$ cat src/pkg/swrb_pkg.sv
// swrb_pkg: constants shared by the single-wire reset and bit slot block
package swrb_pkg;

    // ------------------------------------------------------------------
    // clock and timing
    // ------------------------------------------------------------------
    localparam int CLK_PERIOD_PS = 10000;
    localparam int ACT_MAX_PS    = 262500;
    // longest time: round down
    localparam int ACT_MAX_CYC   = ACT_MAX_PS / CLK_PERIOD_PS;

    // line times in ns, standard speed
    localparam int RSTL_NS = 600000;
    localparam int RSTH_NS = 600000;
    localparam int SI_NS   = 8000;
    localparam int MSP_NS  = 70000;
    localparam int SLOT_NS = 70000;
    localparam int MSR_NS  = 15000;
    localparam int LOW0_NS = 60000;
    localparam int LOW1_NS = 8000;

    // least times: round up to whole cycles
    localparam int CLK_NS   = CLK_PERIOD_PS / 1000;
    localparam int CYC_RSTL = (RSTL_NS + CLK_NS - 1) / CLK_NS;
    localparam int CYC_RSTH = (RSTH_NS + CLK_NS - 1) / CLK_NS;
    localparam int CYC_SI   = (SI_NS + CLK_NS - 1) / CLK_NS;
    localparam int CYC_MSP  = (MSP_NS + CLK_NS - 1) / CLK_NS;
    localparam int CYC_SLOT = (SLOT_NS + CLK_NS - 1) / CLK_NS;
    localparam int CYC_MSR  = (MSR_NS + CLK_NS - 1) / CLK_NS;
    localparam int CYC_LOW0 = (LOW0_NS + CLK_NS - 1) / CLK_NS;
    localparam int CYC_LOW1 = (LOW1_NS + CLK_NS - 1) / CLK_NS;
    // overdrive shortens every time by this factor
    localparam int OD_DIV   = 8;
    localparam int CNT_W    = 20;

    // ------------------------------------------------------------------
    // command codes
    // ------------------------------------------------------------------
    localparam logic [7:0] CMD_DEV_RESET  = 8'hf0;
    localparam logic [7:0] CMD_LINE_RESET = 8'hb4;
    localparam logic [7:0] CMD_SINGLE_BIT = 8'h87;
    localparam logic [7:0] PTR_STATUS     = 8'hf0;
    localparam logic [7:0] PTR_CONFIG     = 8'hc3;
    localparam int         BIT_VAL_POS    = 7;

    // ------------------------------------------------------------------
    // register map (word index = byte address bits 4:2)
    // ------------------------------------------------------------------
    localparam logic [2:0] IDX_CMD    = 3'h0;
    localparam logic [2:0] IDX_STATUS = 3'h1;
    localparam logic [2:0] IDX_CONFIG = 3'h2;
    localparam logic [2:0] IDX_PTR    = 3'h3;
    localparam logic [2:0] IDX_RDATA  = 3'h4;

    // status bits
    localparam int ST_BUSY    = 0;
    localparam int ST_PPD     = 1;
    localparam int ST_SD      = 2;
    localparam int ST_DEV_RST = 3;
    localparam int ST_REFUSED = 4;
    localparam int ST_SBR     = 5;
    // config bits (low nibble)
    localparam int CF_APU = 0;
    localparam int CF_SPU = 2;
    localparam int CF_ODS = 3;

    typedef enum logic [1:0] {OP_IDLE, OP_RESET, OP_SLOT} swrb_op_t;

endpackage : swrb_pkg

$ cat src/design/swrb_sync.sv
// swrb_sync: three-stage input synchroniser with agreement filter
`timescale 1ns/1ps
module swrb_sync
(
    // clock and reset
    input  wire logic clk_in,
    input  wire logic rst_n_in,
    // asynchronous level in, filtered level out
    input  wire logic async_in,
    output logic      level_out
);
    logic meta_r;
    logic s2_r;
    logic s3_r;
    logic level_r;
    logic level_nxt;

    // idle line floats high through the pullup
    always_comb
    begin
        level_nxt = (s2_r == s3_r) ? s3_r : level_r;
    end

    always_ff @(posedge clk_in or negedge rst_n_in)
    begin
        if (!rst_n_in)
        begin
            meta_r  <= 1'b1;
            s2_r    <= 1'b1;
            s3_r    <= 1'b1;
            level_r <= 1'b1;
        end
        else
        begin
            meta_r  <= async_in;
            s2_r    <= meta_r;
            s3_r    <= s2_r;
            level_r <= level_nxt;
        end
    end

    assign level_out = level_r;

endmodule : swrb_sync

$ cat src/design/swrb_top.sv
// swrb_top: single-wire reset cycle and single bit slot engine
//
// Functional notes
// RULE1 - reset command starts one reset/presence cycle
// RULE2 - reset refused and ignored while line busy
// RULE3 - reset drives line promptly, ends on time
// RULE4 - sample line for short and presence
// RULE5 - busy span, presence and short update times
// RULE6 - accepted reset points reads at status
// RULE7 - host brackets sequences with reset cycles
// RULE8 - bit command makes exactly one slot
// RULE9 - slot value in parameter bit seven
// RULE10 - zero writes zero, one writes/reads
// RULE11 - sample line at bit sample time
// RULE12 - bit command refused while line busy
// RULE13 - slot drives promptly, ends on time
// RULE14 - busy held for one slot time
// RULE15 - accepted slot points reads at status
// RULE16 - slot uses speed and pullup settings
// RULE17 - device reset aborts line activity
// RULE18 - busy clears when activity completes
`timescale 1ns/1ps
module swrb_top
    import swrb_pkg::*;
#(
    parameter int RSTL_CYC = CYC_RSTL,
    parameter int RSTH_CYC = CYC_RSTH,
    parameter int MSP_CYC  = CYC_MSP,
    parameter int SLOT_CYC = CYC_SLOT,
    parameter int LOW0_CYC = CYC_LOW0
)
(
    // clock and reset
    input  wire logic        clk_in,
    input  wire logic        rst_n_in,
    // wishbone slave
    input  wire logic        wb_cyc_in,
    input  wire logic        wb_stb_in,
    input  wire logic        wb_we_in,
    input  wire logic [4:0]  wb_adr_in,
    input  wire logic [3:0]  wb_sel_in,
    input  wire logic [31:0] wb_dat_in,
    output logic      [31:0] wb_dat_out,
    output logic             wb_ack_out,
    // single-wire line, open drain
    input  wire logic        line_in,
    output logic             line_out,
    output logic             line_oe_out,
    // pullup controls
    output logic             active_pullup_out,
    output logic             strong_pullup_out
);

    // ------------------------------------------------------------------
    // line input and speed-dependent counts
    // ------------------------------------------------------------------
    localparam int START_MAX = ACT_MAX_CYC;

    logic line_lvl;

    swrb_sync u_sync
    (
        .clk_in    (clk_in),
        .rst_n_in  (rst_n_in),
        .async_in  (line_in),
        .level_out (line_lvl)
    );

    logic             cfg_ods_r;
    logic             cfg_apu_r;
    logic             cfg_spu_r;
    logic [CNT_W-1:0] t_rstl;
    logic [CNT_W-1:0] t_sd_at;
    logic [CNT_W-1:0] t_ppd_at;
    logic [CNT_W-1:0] t_rst_end;
    logic [CNT_W-1:0] t_slot;
    logic [CNT_W-1:0] t_msr;
    logic [CNT_W-1:0] t_low0;
    logic [CNT_W-1:0] t_low1;

    // RULE16 speed select
    always_comb
    begin
        if (cfg_ods_r)
        begin
            t_rstl    = CNT_W'(RSTL_CYC / OD_DIV);
            t_sd_at   = CNT_W'((RSTL_CYC + CYC_SI) / OD_DIV);
            t_ppd_at  = CNT_W'((RSTL_CYC + MSP_CYC) / OD_DIV);
            t_rst_end = CNT_W'((RSTL_CYC + RSTH_CYC) / OD_DIV);
            t_slot    = CNT_W'(SLOT_CYC / OD_DIV);
            t_msr     = CNT_W'(CYC_MSR / OD_DIV);
            t_low0    = CNT_W'(LOW0_CYC / OD_DIV);
            t_low1    = CNT_W'(CYC_LOW1 / OD_DIV);
        end
        else
        begin
            t_rstl    = CNT_W'(RSTL_CYC);
            t_sd_at   = CNT_W'(RSTL_CYC + CYC_SI);
            t_ppd_at  = CNT_W'(RSTL_CYC + MSP_CYC);
            t_rst_end = CNT_W'(RSTL_CYC + RSTH_CYC);
            t_slot    = CNT_W'(SLOT_CYC);
            t_msr     = CNT_W'(CYC_MSR);
            t_low0    = CNT_W'(LOW0_CYC);
            t_low1    = CNT_W'(CYC_LOW1);
        end
    end

    // ------------------------------------------------------------------
    // wishbone handshake
    // ------------------------------------------------------------------
    logic        ack_r;
    logic        ack_nxt;
    logic [31:0] dat_r;
    logic [31:0] dat_nxt;
    logic        take;
    logic [2:0]  idx;
    logic [7:0]  status_byte;
    logic [7:0]  config_byte;
    logic [7:0]  ptr_r;

    assign idx  = wb_adr_in[4:2];
    // a write lands at the edge where the master sees ack
    assign take = wb_cyc_in && wb_stb_in && ack_r;

    always_comb
    begin
        ack_nxt = wb_cyc_in && wb_stb_in && !ack_r;
        dat_nxt = dat_r;
        if (ack_nxt && !wb_we_in)
        begin
            unique case (idx)
                IDX_STATUS: dat_nxt = {24'h00_0000, status_byte};
                IDX_CONFIG: dat_nxt = {24'h00_0000, config_byte};
                IDX_PTR:    dat_nxt = {24'h00_0000, ptr_r};
                IDX_RDATA:  dat_nxt = (ptr_r == PTR_CONFIG) ?
                                      {24'h00_0000, config_byte} :
                                      {24'h00_0000, status_byte};
                default:    dat_nxt = 32'h0000_0000;
            endcase
        end
    end

    always_ff @(posedge clk_in or negedge rst_n_in)
    begin
        if (!rst_n_in)
        begin
            ack_r <= 1'b0;
            dat_r <= 32'h0000_0000;
        end
        else
        begin
            ack_r <= ack_nxt;
            dat_r <= dat_nxt;
        end
    end

    assign wb_ack_out = ack_r;
    assign wb_dat_out = dat_r;

    // ------------------------------------------------------------------
    // command engine
    // ------------------------------------------------------------------
    swrb_op_t         op_r;
    swrb_op_t         op_nxt;
    logic [CNT_W-1:0] cnt_r;
    logic [CNT_W-1:0] cnt_nxt;
    logic             bit_r;
    logic             bit_nxt;
    logic             ppd_r;
    logic             ppd_nxt;
    logic             sd_r;
    logic             sd_nxt;
    logic             sbr_r;
    logic             sbr_nxt;
    logic             devrst_r;
    logic             devrst_nxt;
    logic             refused_r;
    logic             refused_nxt;
    logic [7:0]       ptr_nxt;
    logic             cfg_ods_nxt;
    logic             cfg_apu_nxt;
    logic             cfg_spu_nxt;
    logic             oe_r;
    logic             oe_nxt;
    logic             apu_r;
    logic             apu_nxt;
    logic             spu_on_r;
    logic             spu_on_nxt;
    logic             busy;
    logic             cmd_wr;
    logic [7:0]       code;
    logic [7:0]       param;
    logic             line_cmd;
    logic             start;
    logic [CNT_W-1:0] t_end;
    logic [3:0]       cf_lo;

    assign busy     = (op_r != OP_IDLE);
    assign cmd_wr   = take && wb_we_in && (idx == IDX_CMD) && wb_sel_in[0];
    assign code     = wb_dat_in[7:0];
    // parameter byte only counts when its lane is enabled
    assign param    = wb_sel_in[1] ? wb_dat_in[15:8] : 8'h00;
    assign line_cmd = (code == CMD_LINE_RESET) || (code == CMD_SINGLE_BIT);
    // RULE2 RULE12 busy refusal
    assign start    = cmd_wr && line_cmd && !busy;
    assign t_end    = (op_r == OP_RESET) ? t_rst_end : t_slot;
    assign cf_lo    = wb_dat_in[3:0];

    assign status_byte = {2'b00, sbr_r, refused_r, devrst_r,
                          sd_r, ppd_r, busy};
    assign config_byte = {4'h0, cfg_ods_r, cfg_spu_r, 1'b0, cfg_apu_r};

    always_comb
    begin
        op_nxt      = op_r;
        cnt_nxt     = cnt_r + CNT_W'(1);
        bit_nxt     = bit_r;
        ppd_nxt     = ppd_r;
        sd_nxt      = sd_r;
        sbr_nxt     = sbr_r;
        devrst_nxt  = devrst_r;
        refused_nxt = refused_r;
        ptr_nxt     = ptr_r;
        cfg_ods_nxt = cfg_ods_r;
        cfg_apu_nxt = cfg_apu_r;
        cfg_spu_nxt = cfg_spu_r;
        spu_on_nxt  = spu_on_r;
        oe_nxt      = 1'b0;

        // RULE4 sample short
        if (op_r == OP_RESET && cnt_r == t_sd_at)
            sd_nxt = !line_lvl;
        // RULE5 presence update
        if (op_r == OP_RESET && cnt_r == t_ppd_at)
            ppd_nxt = !line_lvl;
        // RULE11 sample bit
        if (op_r == OP_SLOT && cnt_r == t_msr)
            sbr_nxt = line_lvl;
        // RULE18 end of activity
        if (busy && cnt_r == t_end - CNT_W'(1))
        begin
            op_nxt = OP_IDLE;
            // RULE16 strong pullup after the slot
            if (op_r == OP_SLOT && cfg_spu_r)
                spu_on_nxt = 1'b1;
        end

        if (cmd_wr && code == CMD_DEV_RESET)
        begin
            // RULE17 abort and clear
            op_nxt      = OP_IDLE;
            ppd_nxt     = 1'b0;
            sd_nxt      = 1'b0;
            sbr_nxt     = 1'b0;
            refused_nxt = 1'b0;
            devrst_nxt  = 1'b1;
            cfg_ods_nxt = 1'b0;
            cfg_apu_nxt = 1'b0;
            cfg_spu_nxt = 1'b0;
            spu_on_nxt  = 1'b0;
            ptr_nxt     = PTR_STATUS;
        end
        else if (cmd_wr && line_cmd && busy)
            refused_nxt = 1'b1;
        else if (start)
        begin
            // RULE1 RULE8 launch one cycle or slot
            cnt_nxt     = '0;
            refused_nxt = 1'b0;
            spu_on_nxt  = 1'b0;
            op_nxt      = (code == CMD_LINE_RESET) ? OP_RESET : OP_SLOT;
            // RULE9 RULE10 slot value from bit seven
            bit_nxt     = param[BIT_VAL_POS];
            // RULE6 RULE15 point reads at status
            ptr_nxt     = PTR_STATUS;
        end
        else if (take && wb_we_in && wb_sel_in[0] && !busy &&
                 idx == IDX_CONFIG && wb_dat_in[7:4] == ~cf_lo)
        begin
            // config writes take effect only while the line is quiet
            cfg_apu_nxt = cf_lo[CF_APU];
            cfg_spu_nxt = cf_lo[CF_SPU];
            cfg_ods_nxt = cf_lo[CF_ODS];
            devrst_nxt  = 1'b0;
            spu_on_nxt  = 1'b0;
            ptr_nxt     = PTR_CONFIG;
        end
        else if (take && wb_we_in && wb_sel_in[0] && idx == IDX_PTR &&
                 (code == PTR_STATUS || code == PTR_CONFIG))
            ptr_nxt = code;

        // RULE3 RULE13 drive low right after launch
        unique case (op_nxt)
            OP_RESET: oe_nxt = (cnt_nxt < t_rstl);
            OP_SLOT:  oe_nxt = (cnt_nxt < (bit_nxt ? t_low1 : t_low0));
            OP_IDLE:  oe_nxt = 1'b0;
        endcase
        // RULE16 active pullup whenever the line is released during activity
        apu_nxt = cfg_apu_r && (op_nxt != OP_IDLE) && !oe_nxt;
    end

    always_ff @(posedge clk_in or negedge rst_n_in)
    begin
        if (!rst_n_in)
        begin
            op_r      <= OP_IDLE;
            cnt_r     <= '0;
            bit_r     <= 1'b0;
            ppd_r     <= 1'b0;
            sd_r      <= 1'b0;
            sbr_r     <= 1'b0;
            devrst_r  <= 1'b1;
            refused_r <= 1'b0;
            ptr_r     <= PTR_STATUS;
            cfg_ods_r <= 1'b0;
            cfg_apu_r <= 1'b0;
            cfg_spu_r <= 1'b0;
            oe_r      <= 1'b0;
            apu_r     <= 1'b0;
            spu_on_r  <= 1'b0;
        end
        else
        begin
            op_r      <= op_nxt;
            cnt_r     <= cnt_nxt;
            bit_r     <= bit_nxt;
            ppd_r     <= ppd_nxt;
            sd_r      <= sd_nxt;
            sbr_r     <= sbr_nxt;
            devrst_r  <= devrst_nxt;
            refused_r <= refused_nxt;
            ptr_r     <= ptr_nxt;
            cfg_ods_r <= cfg_ods_nxt;
            cfg_apu_r <= cfg_apu_nxt;
            cfg_spu_r <= cfg_spu_nxt;
            oe_r      <= oe_nxt;
            apu_r     <= apu_nxt;
            spu_on_r  <= spu_on_nxt;
        end
    end

    assign line_out          = 1'b0;
    assign line_oe_out       = oe_r;
    assign active_pullup_out = apu_r;
    assign strong_pullup_out = spu_on_r;
endmodule : swrb_top

$ cat config.mk
export PLATFORM = sky130hd
export DESIGN_NAME = swrb_top
export DESIGN_NICKNAME = d
export VERILOG_FILES = /design/src/pkg/swrb_pkg.sv /design/src/design/swrb_sync.sv /design/src/design/swrb_top.sv
export SDC_FILE = /design/constraint.sdc
export NUM_CORES = 1
export LEC_CHECK = 0
export CORE_ASPECT_RATIO = 0.7
export CORE_UTILIZATION = 30
export DETAILED_ROUTE_END_ITERATION = 7
export DONT_BUFFER_PORTS = 1
export PLACE_DENSITY = 0.4
export SYNTH_ARGS = -nofsm -noshare
export SYNTH_HDL_FRONTEND = slang
export SYNTH_SLANG_ARGS = --single-unit
$ cat constraint.sdc
create_clock -name clk_in -period 3.7 [get_ports clk_in]
set_input_delay 0.74 -clock clk_in [delete_from_list [all_inputs] [get_ports clk_in]]
set_output_delay 0.74 -clock clk_in [all_outputs]
set_load 0.01 [all_outputs]
==> flow_metrics.tcl <==
set metrics [dict create \
    grt_max_degree 56 \
    cts_resized 0 \
    start_util 0.3066 \
    cts.clk_slew.worst_paths_ns 0.08 \
    max_freq_ghz 0.2971 \
    yosysWarnings 0 \
    die_height_um 98.94 \
    worst_skew_pair.late_latency_ns 0.29 \
    slew_headroom 0.5378 \
    ir_worst_vdd_uv 193.2 \
    antennaDiodeCount 0 \
    synthFlopType "dfrtp_1" \
    track_usage 0.1759 \
    ys_seq_area_frac 0.3445 \
    place.gp.congestion 0.7993 \
    critical_path_class "primary input to flop" \
    cts.path.max_buffers 2 \
    vias 3310 \
    final.period_utilization 0.9096 \
    dpl.hpwl_um 8916 \
    drtIter0Drc 222 \
    grt_pass1_vias 3093 \
    cts_root_buf "clkbuf_16" \
    yosys.area.top_type_share 0.2858 \
    powerDensity_nw_per_um2 330.3 \
    worstPathMaxFanout 6 \
    setup.worst_path.start "wb_adr_in[4]" \
    drive_gt1_frac 0.1656 \
    wire_per_inst_um 18.45 \
    crit_slowest_cell "a311o_1" \
    cp_slowest_stage_delay_ns 0.37 \
    core_area_um2 13140 \
    required_ns 3.90 \
    cp_cell_sequence "nor3_2 -> nand4b_1 -> nor3_4 -> buf_12 -> nor2_1 -> ha_1 -> nor2_1 -> o32ai_1 -> nor4bb_1 -> a311o_1 -> a2111oi_2 -> nor4b_1 -> nor4b_2" \
    synthTopCellsByArea "dfrtp_1, ha_1, dfstp_2" \
    finClkSkew_ns 0.006299 \
    setup_viol 0 \
    grt_pass1_wl_um 18400 \
    vias_per_cell 5.296 \
    final_antenna_net_count 0 \
    dieWidth_um 140.5 \
    p_total_uw 1482 \
    slew_violations 0 \
    arrival_ns 3.56 \
    yosysUniqueCellTypes 75 \
    timing.critical_path.to_type "flop" \
    syn_area_um2 4028 \
    cts_tree "yes" \
    htree_levels 2 \
    hold_viol_final 0 \
    area_growth_pct 11.40 \
    num-nets-final 535 \
    timing.hold.ws_ns 0.1301 \
    die_area_um2 13900 \
    final.min_clock_period_ns 3.365 \
    holdBufCountCts 0 \
    cts_setup_buffers 0 \
    netlist.top_cell.by_area "dfrtp_1" \
    routed_wl_um 11530 \
    io_pins 84 \
    io_buffers 0 \
    p_leak_uw 0.001997 \
    drcViolationCount 0 \
    grt_overflow 0 \
    rr_startpoint "cnt_r[4]" \
    grt_setup_unrepaired "no" \
    syn_inst 439 \
    cp_common_cell "nor2_1" \
    rows 35 \
    cts.sinks 55 \
    hold_class "primary input to asynchronous set/reset pin" \
    ys_seq_elements 55 \
    tns_ns 0 \
    antenna_found_initial 0 \
    synth_enable_flop_cells 0 \
    cts_made_buffers 5 \
    maxCapViolations 0 \
    dr.pass1.iters 5 \
    status "complete, no violations" \
    worstMarginPinSlew_ns 0.6907 \
    avgSynthCellArea_um2 9.175 \
    synthArstFlopShare 1.000 \
    cp-start-kind "primary input" \
    fin_util 0.3415 \
]
cell families (layout without fill, tap and decap cells):
group,Yosys count,count (layout),share of synthesized area
AOI/OAI and AO/OA,74,74,0.1314
other,1,25,0.0009311
xor gates and xnor gates,25,25,0.05436
adders and majority gates,31,31,0.09568
and+or+nand+nor,189,189,0.2703
muxes,6,6,0.01553
DFF,55,55,0.3445
buffers and inverters,58,54,0.08729
synthesized netlist by cell type (4+ instances only):
master and instances:
o21ai_0 20, buf_2 8, mux2i_1 4, nor2b_1 4, nand2b_1 6, dfstp_2 9
ha_1 30, a21o_1 6, xor2_1 9, dfrtp_1 46, inv_1 11, buf_4 29
nor4_1 7, and3_1 6, nand2_1 34, and4_1 4, nor3_1 8, a22oi_1 4
or3_1 10, clkbuf_1 5, nor3_2 4, a21oi_1 12, nand3_1 12, nor2_1 50
nand4b_1 4, xnor2_1 16, nand4_1 11
worst max-delay path, delay by kind of cell:
kind	cells	cell delay, ns
buffers and inverters	1	0.15
adder cells (fa/ha/maj)	1	0.31
AND/OR/NAND/NOR	8	1.36
AO/OA/AOI/OAI	3	0.99
state kept, by name, summed over array words and instances (netlist names), 2 cells and up:
| register | count |
|---|---|
| cnt_r | 20 |
| wb_dat_out | 8 |
| ptr_r | 8 |
| op_r | 2 |
layout by cell type (no fill, tap or decap), types with 10 or more instances in the layout:
cell / Yosys / layout
xnor2_1: 16 / 16
nand2_1: 34 / 34
conb_1: 1 / 25
inv_1: 11 / 11
o21ai_0: 20 / 20
buf_4: 29 / 33
nand3_1: 12 / 12
dfrtp_1: 46 / 46
nand4_1: 11 / 11
or3_1: 10 / 10
nor2_1: 50 / 50
a21oi_1: 12 / 12
ha_1: 30 / 30
final timing paths:
path	end	slack [ns]	cells past startpoint
max reg2reg	active_pullup_out	0.40	12
min in group clk_in	u_sync.s2_r	0.36	0
min reg2reg	u_sync.s2_r	0.36	0
max	active_pullup_out	0.33	13
min	wb_dat_out[7]	0.13	0
max in group asynchronous	u_sync.s3_r	3.36	0
per-layer routing:
layer / up-vias / wire (um) / track usage
met4: 0 / 128 / 0.03344
met3: 12 / 711 / 0.03936
met2: 119 / 4070 / 0.2223
met5: - / 0 / 0
li1: 1567 / - / -
met1: 1612 / 6623 / 0.2908
area by class of cell:
class	count	area [um2]
inverter	12	45.04
tap	166	207.7
fill	1367	8651
clock buffer	6	128.9
clock inverter	2	60.06
timing repair buffer	34	267.8
sequential	55	1388
multi-input combinational	350	2390
per-stage QoR:
step / setup slack (ns) / std cells / instance area [um2]
floorplan: 0.1192 / 463 / 4119
global placement: -0.08153 / 617 / 4293
detailed placement: -0.08028 / 617 / 4293
CTS: 0.2060 / 625 / 4482
global route: 0.03901 / 625 / 4487
finish: 0.3345 / 625 / 4487
where the power goes:
| part | switching, uW | total, uW | internal, uW |
|---|---|---|---|
| registers | 44.0 | 671 | 627 |
| logic | 116 | 192 | 75.2 |
| clock network | 230 | 619 | 389 |
| total | 391 | 1480 | 1090 |
(Power assumes the default switching activity.)
